--- src/ctm_consts.svh ---
/*
 * Constants of the clock timer: register addresses, bit positions,
 * reset values, exception vectors and divider sizes.
 * Assumes inclusion by bare name from the clock timer sources.
 */
`ifndef CTM_CONSTS_SVH
`define CTM_CONSTS_SVH

`define CTM_ADDR_W          16
`define CTM_DATA_W          8
`define CTM_ADDR_PRIO       16'hFF20
`define CTM_ADDR_ENABLE     16'hFF22
`define CTM_ADDR_FLAG       16'hFF24
`define CTM_ADDR_CTRL       16'hFF40
`define CTM_ADDR_COUNT      16'hFF41

`define CTM_BIT_RUN         0
`define CTM_BIT_CLEAR       1
`define CTM_BIT_FREQ_OUTPUT_PIN_EN     3
`define CTM_FSEL_LSB        4
`define CTM_FSEL_MSB        6
`define CTM_PRIO_MSB        1
`define CTM_TICK_MSB        3

`define CTM_TAP_32HZ        2
`define CTM_TAP_8HZ         4
`define CTM_TAP_2HZ         6
`define CTM_TAP_1HZ         7

`define CTM_IDX_1HZ         0
`define CTM_IDX_2HZ         1
`define CTM_IDX_8HZ         2
`define CTM_IDX_32HZ        3

`define CTM_CNT_RST         8'h00
`define CTM_CNT_ONE         8'h01
`define CTM_PRIO_RST        2'h0
`define CTM_TICK_RST        4'h0
`define CTM_DATA_ZERO       8'h00

`define CTM_VEC_W           24
`define CTM_VEC_32HZ        24'h00001C
`define CTM_VEC_8HZ         24'h00001E
`define CTM_VEC_2HZ         24'h000020
`define CTM_VEC_1HZ         24'h000022
`define CTM_VEC_NONE        24'h000000

`define CTM_TICK_DIV_BITS   7
`define CTM_FDIV_W          3

`endif

--- src/ctm_pkg.sv ---
/*
 * Types shared by the clock timer modules.
 * Assumes ctm_consts.svh is compiled alongside.
 */
package ctm_pkg;

    typedef struct packed {
        logic       enable;
        logic [2:0] sel;
    } ctm_freq_output_pin_cfg_type;

    typedef enum logic {
        CTM_STOPPED,
        CTM_RUNNING
    } ctm_run_state_type;

endpackage : ctm_pkg

--- src/ctm_tick_gen.sv ---
/*
 * 256 Hz tick generator: synchronises the low oscillator pin and
 * divides it, giving a one-cycle strobe on each falling edge of the tap.
 * Assumes the low oscillator is far slower than the system clock.
 */
`timescale 1ns/1ps
`default_nettype none
`include "ctm_consts.svh"

module ctm_tick_gen #(
    parameter int DIV_BITS = `CTM_TICK_DIV_BITS
) (
    input  wire logic sys_clk_in,
    input  wire logic rst_n_in,
    input  wire logic low_osc_clock_in,
    output logic      osc_level_out,
    output logic      osc_rise_out,
    output logic      tick_out
);

    logic                s1_q;
    logic                s2_q;
    logic                s3_q;
    logic                level_q;
    logic                rise_q;
    logic                tick_q;
    logic [DIV_BITS-1:0] div_q;

    wire                 agree     = (s2_q == s3_q);
    wire                 rise      = agree & s3_q & ~level_q;
    wire  [DIV_BITS-1:0] div_d     = rise ? div_q + 1'b1 : div_q;
    wire                 tap_falls = div_q[DIV_BITS-1] & ~div_d[DIV_BITS-1];

    always_ff @(posedge sys_clk_in or negedge rst_n_in) begin
        if (!rst_n_in) begin
            s1_q    <= 1'b0;
            s2_q    <= 1'b0;
            s3_q    <= 1'b0;
            level_q <= 1'b0;
            rise_q  <= 1'b0;
            tick_q  <= 1'b0;
            div_q   <= '0;
        end else begin
            s1_q    <= low_osc_clock_in;
            s2_q    <= s1_q;
            s3_q    <= s2_q;
            level_q <= agree ? s3_q : level_q;
            rise_q  <= rise;
            tick_q  <= tap_falls;
            div_q   <= div_d;
        end
    end

    assign osc_level_out = level_q;
    assign osc_rise_out  = rise_q;
    assign tick_out      = tick_q;

endmodule // ctm_tick_gen

`default_nettype wire

--- src/ctm_freq_out.sv ---
/*
 * Frequency output: divides the low or high oscillator by 1, 2, 4 or 8
 * and gates it onto the output pin from a flip-flop.
 * Assumes the low oscillator arrives already synchronised.
 */
`timescale 1ns/1ps
`default_nettype none
`include "ctm_consts.svh"

module ctm_freq_out (
    input  wire logic                      sys_clk_in,
    input  wire logic                      rst_n_in,
    input  wire logic                      low_level_in,
    input  wire logic                      low_rise_in,
    input  wire logic                      high_osc_clock_in,
    input  wire ctm_pkg::ctm_freq_output_pin_cfg_type cfg_in,
    output logic                           freq_output_pin_out
);

    logic                   s1_q;
    logic                   s2_q;
    logic                   s3_q;
    logic                   hi_level_q;
    logic                   pin_q;
    logic [`CTM_FDIV_W-1:0] lo_div_q;
    logic [`CTM_FDIV_W-1:0] hi_div_q;

    wire                    agree   = (s2_q == s3_q);
    wire                    hi_rise = agree & s3_q & ~hi_level_q;
    wire  [`CTM_FDIV_W:0]   lo_taps = {lo_div_q, low_level_in};
    wire  [`CTM_FDIV_W:0]   hi_taps = {hi_div_q, hi_level_q};
    wire  [1:0]             ratio   = cfg_in.sel[1:0];
    wire                    src     = cfg_in.sel[2] ? hi_taps[ratio] : lo_taps[ratio];

    always_ff @(posedge sys_clk_in or negedge rst_n_in) begin
        if (!rst_n_in) begin
            s1_q       <= 1'b0;
            s2_q       <= 1'b0;
            s3_q       <= 1'b0;
            hi_level_q <= 1'b0;
            pin_q      <= 1'b0;
            lo_div_q   <= '0;
            hi_div_q   <= '0;
        end else begin
            s1_q       <= high_osc_clock_in;
            s2_q       <= s1_q;
            s3_q       <= s2_q;
            hi_level_q <= agree ? s3_q : hi_level_q;
            lo_div_q   <= low_rise_in ? lo_div_q + 1'b1 : lo_div_q;
            hi_div_q   <= hi_rise ? hi_div_q + 1'b1 : hi_div_q;
            pin_q      <= cfg_in.enable & src;
        end
    end

    assign freq_output_pin_out = pin_q;

endmodule // ctm_freq_out

`default_nettype wire

--- src/ctm_clock_timer.sv ---
/*
 * Clock timer top: 8-bit tick counter, run/stop and clear control,
 * tick interrupt flags, enables, priority and frequency output select.
 * Assumes a one-cycle strobe register port from the CPU core and the
 * CPU interrupt mask level on the same clock.
 */
// Implementation choice: the address-and-strobe port.
`timescale 1ns/1ps
`default_nettype none
`include "ctm_consts.svh"

module ctm_clock_timer #(
    parameter int TICK_DIV_BITS = `CTM_TICK_DIV_BITS
) (
    input  wire logic                   sys_clk_in,
    input  wire logic                   rst_n_in,
    input  wire logic [`CTM_ADDR_W-1:0] addr_in,
    input  wire logic [`CTM_DATA_W-1:0] wr_data_in,
    input  wire logic                   wr_stb_in,
    input  wire logic                   rd_stb_in,
    output logic      [`CTM_DATA_W-1:0] rd_data_out,
    input  wire logic [1:0]             cpu_mask_in,
    input  wire logic                   low_osc_clock_in,
    input  wire logic                   high_osc_clock_in,
    output logic                        freq_output_pin_out,
    output logic                        irq_req_out,
    output logic      [1:0]             irq_level_out,
    output logic      [`CTM_VEC_W-1:0]  irq_vector_out
);

    // Falling edges of the four interrupt taps between two counter values
    function automatic logic [3:0] tap_falls(input logic [7:0] old_v,
                                             input logic [7:0] new_v);
        logic [3:0] f;
        f                = 4'h0;
        f[`CTM_IDX_1HZ]  = old_v[`CTM_TAP_1HZ] & ~new_v[`CTM_TAP_1HZ];
        f[`CTM_IDX_2HZ]  = old_v[`CTM_TAP_2HZ] & ~new_v[`CTM_TAP_2HZ];
        f[`CTM_IDX_8HZ]  = old_v[`CTM_TAP_8HZ] & ~new_v[`CTM_TAP_8HZ];
        f[`CTM_IDX_32HZ] = old_v[`CTM_TAP_32HZ] & ~new_v[`CTM_TAP_32HZ];
        return f;
    endfunction

    // Vector of the most urgent pending factor, fastest tap first
    function automatic logic [`CTM_VEC_W-1:0] pick_vector(input logic [3:0] p);
        logic [`CTM_VEC_W-1:0] v;
        v = `CTM_VEC_NONE;
        if (p[`CTM_IDX_32HZ]) begin
            v = `CTM_VEC_32HZ;
        end else if (p[`CTM_IDX_8HZ]) begin
            v = `CTM_VEC_8HZ;
        end else if (p[`CTM_IDX_2HZ]) begin
            v = `CTM_VEC_2HZ;
        end else if (p[`CTM_IDX_1HZ]) begin
            v = `CTM_VEC_1HZ;
        end
        return v;
    endfunction

    ctm_pkg::ctm_run_state_type run_state_q;
    ctm_pkg::ctm_run_state_type run_state_d;
    ctm_pkg::ctm_freq_output_pin_cfg_type  freq_output_pin_cfg_q;
    ctm_pkg::ctm_freq_output_pin_cfg_type  freq_output_pin_cfg_d;

    logic                   run_req_q;
    logic [7:0]             cnt_q;
    logic [`CTM_PRIO_MSB:0] prio_q;
    logic [`CTM_TICK_MSB:0] enable_q;
    logic [`CTM_TICK_MSB:0] flag_q;
    logic [`CTM_DATA_W-1:0] rd_data_q;
    logic                   irq_req_q;
    logic [1:0]             irq_level_q;
    logic [`CTM_VEC_W-1:0]  irq_vector_q;

    logic                   tick;
    logic                   osc_level;
    logic                   osc_rise;

    ctm_tick_gen #(
        .DIV_BITS (TICK_DIV_BITS)
    ) u_tick (
        .sys_clk_in       (sys_clk_in),
        .rst_n_in         (rst_n_in),
        .low_osc_clock_in (low_osc_clock_in),
        .osc_level_out    (osc_level),
        .osc_rise_out     (osc_rise),
        .tick_out         (tick)
    );

    ctm_freq_out u_freq_output_pin (
        .sys_clk_in          (sys_clk_in),
        .rst_n_in            (rst_n_in),
        .low_level_in        (osc_level),
        .low_rise_in         (osc_rise),
        .high_osc_clock_in   (high_osc_clock_in),
        .cfg_in              (freq_output_pin_cfg_q),
        .freq_output_pin_out (freq_output_pin_out)
    );

    // Address decode
    wire sel_prio   = (addr_in == `CTM_ADDR_PRIO);
    wire sel_enable = (addr_in == `CTM_ADDR_ENABLE);
    wire sel_flag   = (addr_in == `CTM_ADDR_FLAG);
    wire sel_ctrl   = (addr_in == `CTM_ADDR_CTRL);
    wire sel_count  = (addr_in == `CTM_ADDR_COUNT);

    wire wr_prio    = wr_stb_in & sel_prio;
    wire wr_enable  = wr_stb_in & sel_enable;
    wire wr_flag    = wr_stb_in & sel_flag;
    wire wr_ctrl    = wr_stb_in & sel_ctrl;

    // Counter
    wire       running  = (run_state_q == ctm_pkg::CTM_RUNNING);
    wire       cnt_inc  = tick & running;
    wire       cnt_clr  = wr_ctrl & wr_data_in[`CTM_BIT_CLEAR];
    wire [7:0] cnt_next = cnt_q + `CTM_CNT_ONE;
    wire [7:0] cnt_d    = cnt_clr ? `CTM_CNT_RST :
                          cnt_inc ? cnt_next : cnt_q;

    // Run request applies only on the tick
    assign run_state_d = !tick     ? run_state_q :
                         run_req_q ? ctm_pkg::CTM_RUNNING :
                                     ctm_pkg::CTM_STOPPED;
    wire run_req_d = wr_ctrl ? wr_data_in[`CTM_BIT_RUN] : run_req_q;
    wire run_read  = run_req_q | running;

    assign freq_output_pin_cfg_d = wr_ctrl ?
        ctm_pkg::ctm_freq_output_pin_cfg_type'({wr_data_in[`CTM_BIT_FREQ_OUTPUT_PIN_EN],
                                     wr_data_in[`CTM_FSEL_MSB:`CTM_FSEL_LSB]}) :
        freq_output_pin_cfg_q;

    // Flags: a set in the same cycle as a clear wins
    wire [3:0] fall_evt  = cnt_inc ? tap_falls(cnt_q, cnt_next) : 4'h0;
    wire [3:0] flag_clr  = wr_flag ? wr_data_in[`CTM_TICK_MSB:0] : 4'h0;
    wire [3:0] flag_d    = (flag_q & ~flag_clr) | fall_evt;

    wire [3:0] enable_d  = wr_enable ? wr_data_in[`CTM_TICK_MSB:0] : enable_q;
    wire [1:0] prio_d    = wr_prio ? wr_data_in[`CTM_PRIO_MSB:0] : prio_q;

    // Interrupt request toward the CPU core
    wire [3:0] pending   = flag_q & enable_q;
    wire       irq_req_d = (|pending) & (prio_q > cpu_mask_in);
    wire [`CTM_VEC_W-1:0] irq_vec_d = pick_vector(pending);

    // Read data: unused bits read zero
    wire [7:0] ctrl_rd   = {1'b0, freq_output_pin_cfg_q.sel, freq_output_pin_cfg_q.enable,
                            1'b0, 1'b0, run_read};
    wire [7:0] rd_mux    = !rd_stb_in ? `CTM_DATA_ZERO :
                           sel_prio   ? {6'h00, prio_q} :
                           sel_enable ? {4'h0, enable_q} :
                           sel_flag   ? {4'h0, flag_q} :
                           sel_ctrl   ? ctrl_rd :
                           sel_count  ? cnt_q :
                                        `CTM_DATA_ZERO;

    always_ff @(posedge sys_clk_in or negedge rst_n_in) begin
        if (!rst_n_in) begin
            cnt_q       <= `CTM_CNT_RST;
            run_req_q   <= 1'b0;
            run_state_q <= ctm_pkg::CTM_STOPPED;
            freq_output_pin_cfg_q  <= '0;
        end else begin
            cnt_q       <= cnt_d;
            run_req_q   <= run_req_d;
            run_state_q <= run_state_d;
            freq_output_pin_cfg_q  <= freq_output_pin_cfg_d;
        end
    end

    always_ff @(posedge sys_clk_in or negedge rst_n_in) begin
        if (!rst_n_in) begin
            flag_q   <= `CTM_TICK_RST;
            enable_q <= `CTM_TICK_RST;
            prio_q   <= `CTM_PRIO_RST;
        end else begin
            flag_q   <= flag_d;
            enable_q <= enable_d;
            prio_q   <= prio_d;
        end
    end

    always_ff @(posedge sys_clk_in or negedge rst_n_in) begin
        if (!rst_n_in) begin
            rd_data_q    <= `CTM_DATA_ZERO;
            irq_req_q    <= 1'b0;
            irq_level_q  <= `CTM_PRIO_RST;
            irq_vector_q <= `CTM_VEC_NONE;
        end else begin
            rd_data_q    <= rd_mux;
            irq_req_q    <= irq_req_d;
            irq_level_q  <= prio_q;
            irq_vector_q <= irq_vec_d;
        end
    end

    assign rd_data_out    = rd_data_q;
    assign irq_req_out    = irq_req_q;
    assign irq_level_out  = irq_level_q;
    assign irq_vector_out = irq_vector_q;

endmodule // ctm_clock_timer

`default_nettype wire

--- config.mk ---
export PLATFORM = sky130hd
export DESIGN_NAME = ctm_clock_timer
export DESIGN_NICKNAME = d
export VERILOG_FILES = /design/src/ctm_pkg.sv /design/src/ctm_tick_gen.sv /design/src/ctm_freq_out.sv /design/src/ctm_clock_timer.sv
export VERILOG_INCLUDE_DIRS = /design/src /design/src/src
export SDC_FILE = /design/constraint.sdc
export NUM_CORES = 1
export LEC_CHECK = 0
export ABC_AREA = 1
export BUFFER_PORTS_ARGS = -buffer_cell sky130_fd_sc_hd__buf_2
export CAP_MARGIN = 25
export CORE_ASPECT_RATIO = 1.25
export CORE_MARGIN = 2
export CORE_UTILIZATION = 54
export DETAILED_ROUTE_END_ITERATION = 16
export GPL_TIMING_DRIVEN = 0
export PLACE_DENSITY_LB_ADDON = 0.12
export SYNTH_ARGS = -nofsm -noshare
export SYNTH_HDL_FRONTEND = slang
export SYNTH_SLANG_ARGS = --single-unit
--- constraint.sdc ---
create_clock -name sys_clk_in -period 1.6 [get_ports sys_clk_in]
set_input_delay 0.16 -clock sys_clk_in [delete_from_list [all_inputs] [get_ports sys_clk_in]]
set_output_delay 0.16 -clock sys_clk_in [all_outputs]
set_load 0.005 [all_outputs]
---- After elaboration in Yosys (flattened, before gate mapping) ----
Cells that the tools add are included.
cells by class
  add/sub/neg operators ................... 4
  magnitude comparators ................... 2
  eq/ne operators ......................... 7
  mux-type cells .......................... 21
  bitwise gates (word level) .............. 29
  reductions and logical operators ........ 2
operator list
  operator                                             number
  equality test 16 bit (second input constant)         5
  two-way mux 8 bit                                    8
  two-way mux 24 bit                                   2
  bitwise AND 1 bit                                    17
  two-way mux 6 bit                                    2
  adder 8 x 1 -> 8 bit (second input constant)         1
  bitwise AND 4 bit                                    2
  two-way mux 4 bit                                    2
  adder 7 x 1 -> 7 bit (second input constant)         1
  two-way mux 7 bit                                    1
  inverter 1 bit                                       7
  adder 3 x 1 -> 3 bit (second input constant)         2
  binary-select mux 1 bit (select 2 bit)               2
  two-way mux 1 bit                                    4
  inverter 4 bit                                       1
  bitwise OR 4 bit                                     1
  OR reduction 4 bit                                   1
  < comparator 2 x 3 -> 1 bit (second input constant)  1
  equality test 1 bit                                  2
  > comparator 2 bit                                   1
  nonzero test 2 bit                                   1
  bitwise OR 1 bit                                     1
storage, ports and cells
  flip-flop bits (word level) ............. 83
  input port bits ......................... 32
  output and inout port bits .............. 36
  logic and storage cells ................. 92

---- Depth between registers and ports, before layout ----
  word-level depth ........................ 7
  depth in mapped cells ................... 11
  gate-level depth less buffers ........... 11

---- By module ----
From an unflattened synthesis, not the netlist that was laid out.
second synthesis, totals
  cells, all modules ...................... 353
  area, all modules ....................... 3095.5 um2
by module, submodules not included
  module           times used  cells each  area an instance (um2)  sequential area each (um2)
  ctm_clock_timer  1           250         2074.5                  950.9
  ctm_tick_gen     1           47          520.5                   325.3
  ctm_freq_out     1           56          500.5                   275.3

---- Worst setup path before layout ----
Ideal clock, no wire load.
  path type ............................... register to register
  start ................................... reg cnt_q[0]
  end ..................................... reg cnt_q[7]
  setup time .............................. 0.118 ns
  data arrival time ....................... 1.200 ns
  data required time ...................... 1.482 ns
  setup slack ............................. 0.282 ns
  cell stages (with the launch flop) ...... 7
  path buffers ............................ 0
  period minus slack after synthesis ...... 1.318 ns
  cells stage by stage .................... dfrtp_1 nand3_1 nor3_1 and3_1 ha_1 nand2_1 a21oi_2
on the way
  longest elaborated chain between the ends .. 3
RTL lines
  what                                   line                    RTL
  start: declaration                     ctm_clock_timer.sv:65   logic [7:0] cnt_q;
  start signal: assignment               ctm_clock_timer.sv:157  cnt_q <= `CTM_CNT_RST;
  start signal: assignment               ctm_clock_timer.sv:162  cnt_q <= cnt_d;
  adder 8 x 1 -> 8 bit (no source line)  n/a
  two-way mux 8 bit                      ctm_clock_timer.sv:117  cnt_inc ? cnt_next : cnt_q;
  two-way mux 8 bit                      ctm_clock_timer.sv:116  wire [7:0] cnt_d = cnt_clr ? `CTM_CNT_RST :
No other way between the ends. The select of a mux whose other input is x is not followed.
A chain may end at the register's enable or synchronous reset.

---- Worst setup path in the final report ----
  start ................................... reg cnt_q[0]
  end ..................................... reg cnt_q[6]
The elaborated chain is that of the path after synthesis.

==> flow_summary_export.csv <==
group,metric,value,unit
run_status,status,"complete, no violations",
sta,finalSetupTns,0,ns
cells_and_area,n_antenna_cell,0,
grt,grt_antenna_before_repair,0,
power,vdd_drop_max,0.686,mV
clocking,numCtsBuffers,9,
floorplan,floorplan_die_area,6280,um^2
placed_design,placed_cells,472,
grt,maximum_number_of_pins_on_one_net_before_global_route_repair,43,
logic_synthesis,main_combinational_cell_family_by_area_after_synthesis,"simple AND/OR/NAND/NOR gates",
clocking,clkSinkCount,62,
grt,grt_util_all_layers,0.207,
worst_hold_path,holdCritPathClass,"in2reg",
power,power_switching,0.000938,W
clocking,htreeDepth,3,
cells_and_area,nets,466,
logic_synthesis,synth.avg_cell_area,8.94,um^2
cells_and_area,area_taken_by_flip_flops_and_latches,1550,um^2
placed_design,port_buffers,47,
logic_synthesis,syn-cell-area,3060,um^2
logic_synthesis,yosysUniqueCellTypes,35,
power,power.clock.fraction,0.415,
floorplan,dieWidth,71.3,um
route,drt-total-wl,5880,um
clocking,root_buffer,"sky130_fd_sc_hd__clkbuf_8",
power,static-leakage-power,2.02,nW
cells_and_area,mostFrequentLayoutCells,"sky130_fd_sc_hd__nand2_1 (75), sky130_fd_sc_hd__dfrtp_1 (62), sky130_fd_sc_hd__buf_2 (47)",
floorplan,floorplan.core_area,5440,um^2
grt,globalRouteOverflowTotal,0,
logic_synthesis,synth_async_sr_flop_share,1.00,
route,drc,0,
cells_and_area,utilization,0.685,
logic_synthesis,xor_xnor_fraction_of_synth_area,0.0315,
critical_path,critical_path.cell_chain,"ha_1 > nand3_1 > nor3_1 > ha_1 > nand2_1 > a21oi_2",
logic_synthesis,yosys_register_bits,62,
sta,clock_skew,0.00820,ns
sta,final_min_period_over_clock_period,0.912,
sta,finalCriticalPeriod,1.46,ns
route,routed-via-count,2371,
clocking,clkLatencyLatePin,0.35,ns
logic_synthesis,synth-compound-area-share,0.0884,
route,detail_route.iter0.violations,97,
placed_design,gpl.final_weighted_congestion,0.920,
route,drt-pass1-iter-count,4,
cells_and_area,fin_cells,491,
clocking,cts_tree,"built",
placed_design,hpwl,4540,um
critical_path,critPathBufInv,0,
power,intPower,0.00287,W
power,netSwitchingFraction,0.246,
cells_and_area,multi_input_gate_area_in_the_final_layout,1230,um^2
route,routed_via_density,4.83,
logic_synthesis,synth_cells,342,
sta,setup-violations-final,0,
floorplan,initial_core_util,0.562,
floorplan,die_h,88.1,um
critical_path,worst-path-max-fanout,4,
critical_path,timing.critical_path.max_delay_family,"adder cells",
sta,unrepaired_setup_endpoints_after_global_routing,"false",
grt,grt_pass1_vias,2249,
logic_synthesis,post_synth_and_or_nand_nor_area_fraction,0.198,
critical_path,timing.critical_path.arrival,1.70,ns
critical_path,worst_setup_path_end_kind,"flop",
logic_synthesis,post_synth_mux_area_share,0.0111,
critical_path,path_common_cell,"sky130_fd_sc_hd__ha_1",
critical_path,setup.reg_to_reg.worst_slack,0.14,ns
logic_synthesis,synth-warning-count,0,
floorplan,fp-row-count,30,
clocking,clk_pin_slew,0.07,ns
cells_and_area,commonest_non_fill_non_tap_cell_in_the_layout,"sky130_fd_sc_hd__nand2_1",
route,routedWlPerCell,12.0,um
sta,fmax,0.686,GHz
critical_path,critical_path.max_stage_delay,0.46,ns
power,combinationalPowerShare,0.109,
cells_and_area,area.growth.synth_to_final,21.9,%
critical_path,startpoint_types,"flop",
logic_synthesis,post_synth_fa_ha_maj_area_fraction,0.0491,
logic_synthesis,synth_seq_area_share,0.508,
logic_synthesis,synth_edf_count,0,
critical_path,critPathSlowestCell,"sky130_fd_sc_hd__dfrtp_1",
sta,report.final.hold_viol_count,0,
grt,grt_pass1_wl,9810,um
cells_and_area,final_layout_size_suffix_gt1_frac,0.265,
power,powerDensity,1020,nW/um^2
cells_and_area,layout.filler_cells,428,
flow_run,max_cap_viol_count,0,
floorplan,top_ports,68,
critical_path,path_type_of_the_worst_setup_path,"reg2reg",
sta,final_max_slew_viol_count,0,
clocking,cts_max_path_buffers,2,
critical_path,worstPathRequired,1.84,ns
route,final_antenna_net_count,0,
logic_synthesis,postSynth.topFlopCell,"sky130_fd_sc_hd__dfrtp_1",
power,share_seq_of_total_power,0.477,
sequential cells by signal, summed over array words and instances (netlist names), 2 cells and up:
signal / flops
rd_data_out: 8
cnt_q: 8
irq_vector_out: 3
flag_q: 4
u_freq_output_pin.hi_div_q: 3
irq_level_out: 2
prio_q: 2
u_freq_output_pin.lo_div_q: 3
enable_q: 4
u_tick.div_q: 7
ctrl_rd: 4
area by class of cell:
cell class | count | share of cell area
inverter | 47 | 0.0497
tap | 64 | 0.0215
multi-input combinational | 229 | 0.330
clock buffer | 11 | 0.0406
sequential | 62 | 0.416
clock inverter | 5 | 0.0218
timing repair buffer | 51 | 0.0765
buffer | 22 | 0.0433
power groups by stage:
stage	combinational [W]	clock, W	sequential, W
after floorplan	0.000279	0	0.00181
after global placement	0.000381	0	0.00183
after CTS	0.000421	0.00161	0.00182
after global routing	0.000485	0.00168	0.00183
final	0.000414	0.00158	0.00181
after detailed placement	0.000412	0	0.00184
tightest hold or removal path: cells and delay by family:
family | cells | cell delay, ns
and+or+nand+nor | 1 | 0.04
buffers and inverters | 1 | 0.07
AOI/OAI and AO/OA | 1 | 0.06
path summary, 6_finish.rpt:
check                                       start                      to  cells past startpoint
min in group asynchronous                rst_n_in  u_freq_output_pin.s3_q                      2
setup reg to reg                         cnt_q[0]                cnt_q[6]                      6
hold / removal                      wr_data_in[4]              ctrl_rd[4]                      3
setup / recovery                         cnt_q[0]                cnt_q[6]                      6
max in group asynchronous                rst_n_in             enable_q[2]                      3
hold reg to reg            u_freq_output_pin.s1_q  u_freq_output_pin.s2_q                      0
cells by family after synthesis:
kind of cell / Yosys count
AOI/OAI and AO/OA: 47
xor gates and xnor gates: 11
adders and majority gates: 12
buffers and inverters: 69
DFF: 62
muxes: 3
other: 1
and+or+nand+nor: 137
synth_stat cells, types with 3 or more instances:
cell type,count,area share
sky130_fd_sc_hd__nor2_2,7,0.014
sky130_fd_sc_hd__nand3_1,14,0.023
sky130_fd_sc_hd__nand2_1,75,0.092
sky130_fd_sc_hd__a21oi_2,5,0.014
sky130_fd_sc_hd__inv_1,42,0.052
sky130_fd_sc_hd__xor2_1,9,0.026
sky130_fd_sc_hd__ha_1,12,0.049
sky130_fd_sc_hd__mux2_2,3,0.011
sky130_fd_sc_hd__buf_4,21,0.052
sky130_fd_sc_hd__o21ai_0,22,0.036
sky130_fd_sc_hd__nor3_1,3,0.0049
sky130_fd_sc_hd__nor2_1,27,0.033
sky130_fd_sc_hd__a21oi_1,11,0.018
sky130_fd_sc_hd__dfrtp_1,62,0.51
through the flow:
step | hold WS (ns) | power (W) | setup WS (ns) | cell area [um^2]
after floorplan | -0.136 | 0.00209 | 0.282 | 3120
after global placement | 0.267 | 0.00221 | 0.110 | 3440
after detailed placement | 0.151 | 0.00226 | 0.0612 | 3460
final | 0.0208 | 0.00381 | 0.141 | 3730
after CTS | 0.0111 | 0.00385 | 0.0698 | 3720
after global routing | 0.0295 | 0.00400 | 0.0428 | 3730
timing repair:
item | 4_1_cts | 5_1_grt
endpoints found under the hold margin | 22 | 0
hold buffers | 3 | 0
setup buffers | 0 | 0
resized for setup | 0 | 1
endpoints found under the setup margin | 0 | 1
per-layer routing:
layer  GRT usage  vias to the layer above  share of wire  wire, um
li1            -                     1206              -         -
met1       0.232                     1089           0.41      2380
met2       0.365                       66           0.52      3030
met3      0.0598                       10          0.062       367
met4      0.0875                        0          0.016        95
met5           0                        -              0         0
No activity file was read; power rests on OpenSTA's default activity.
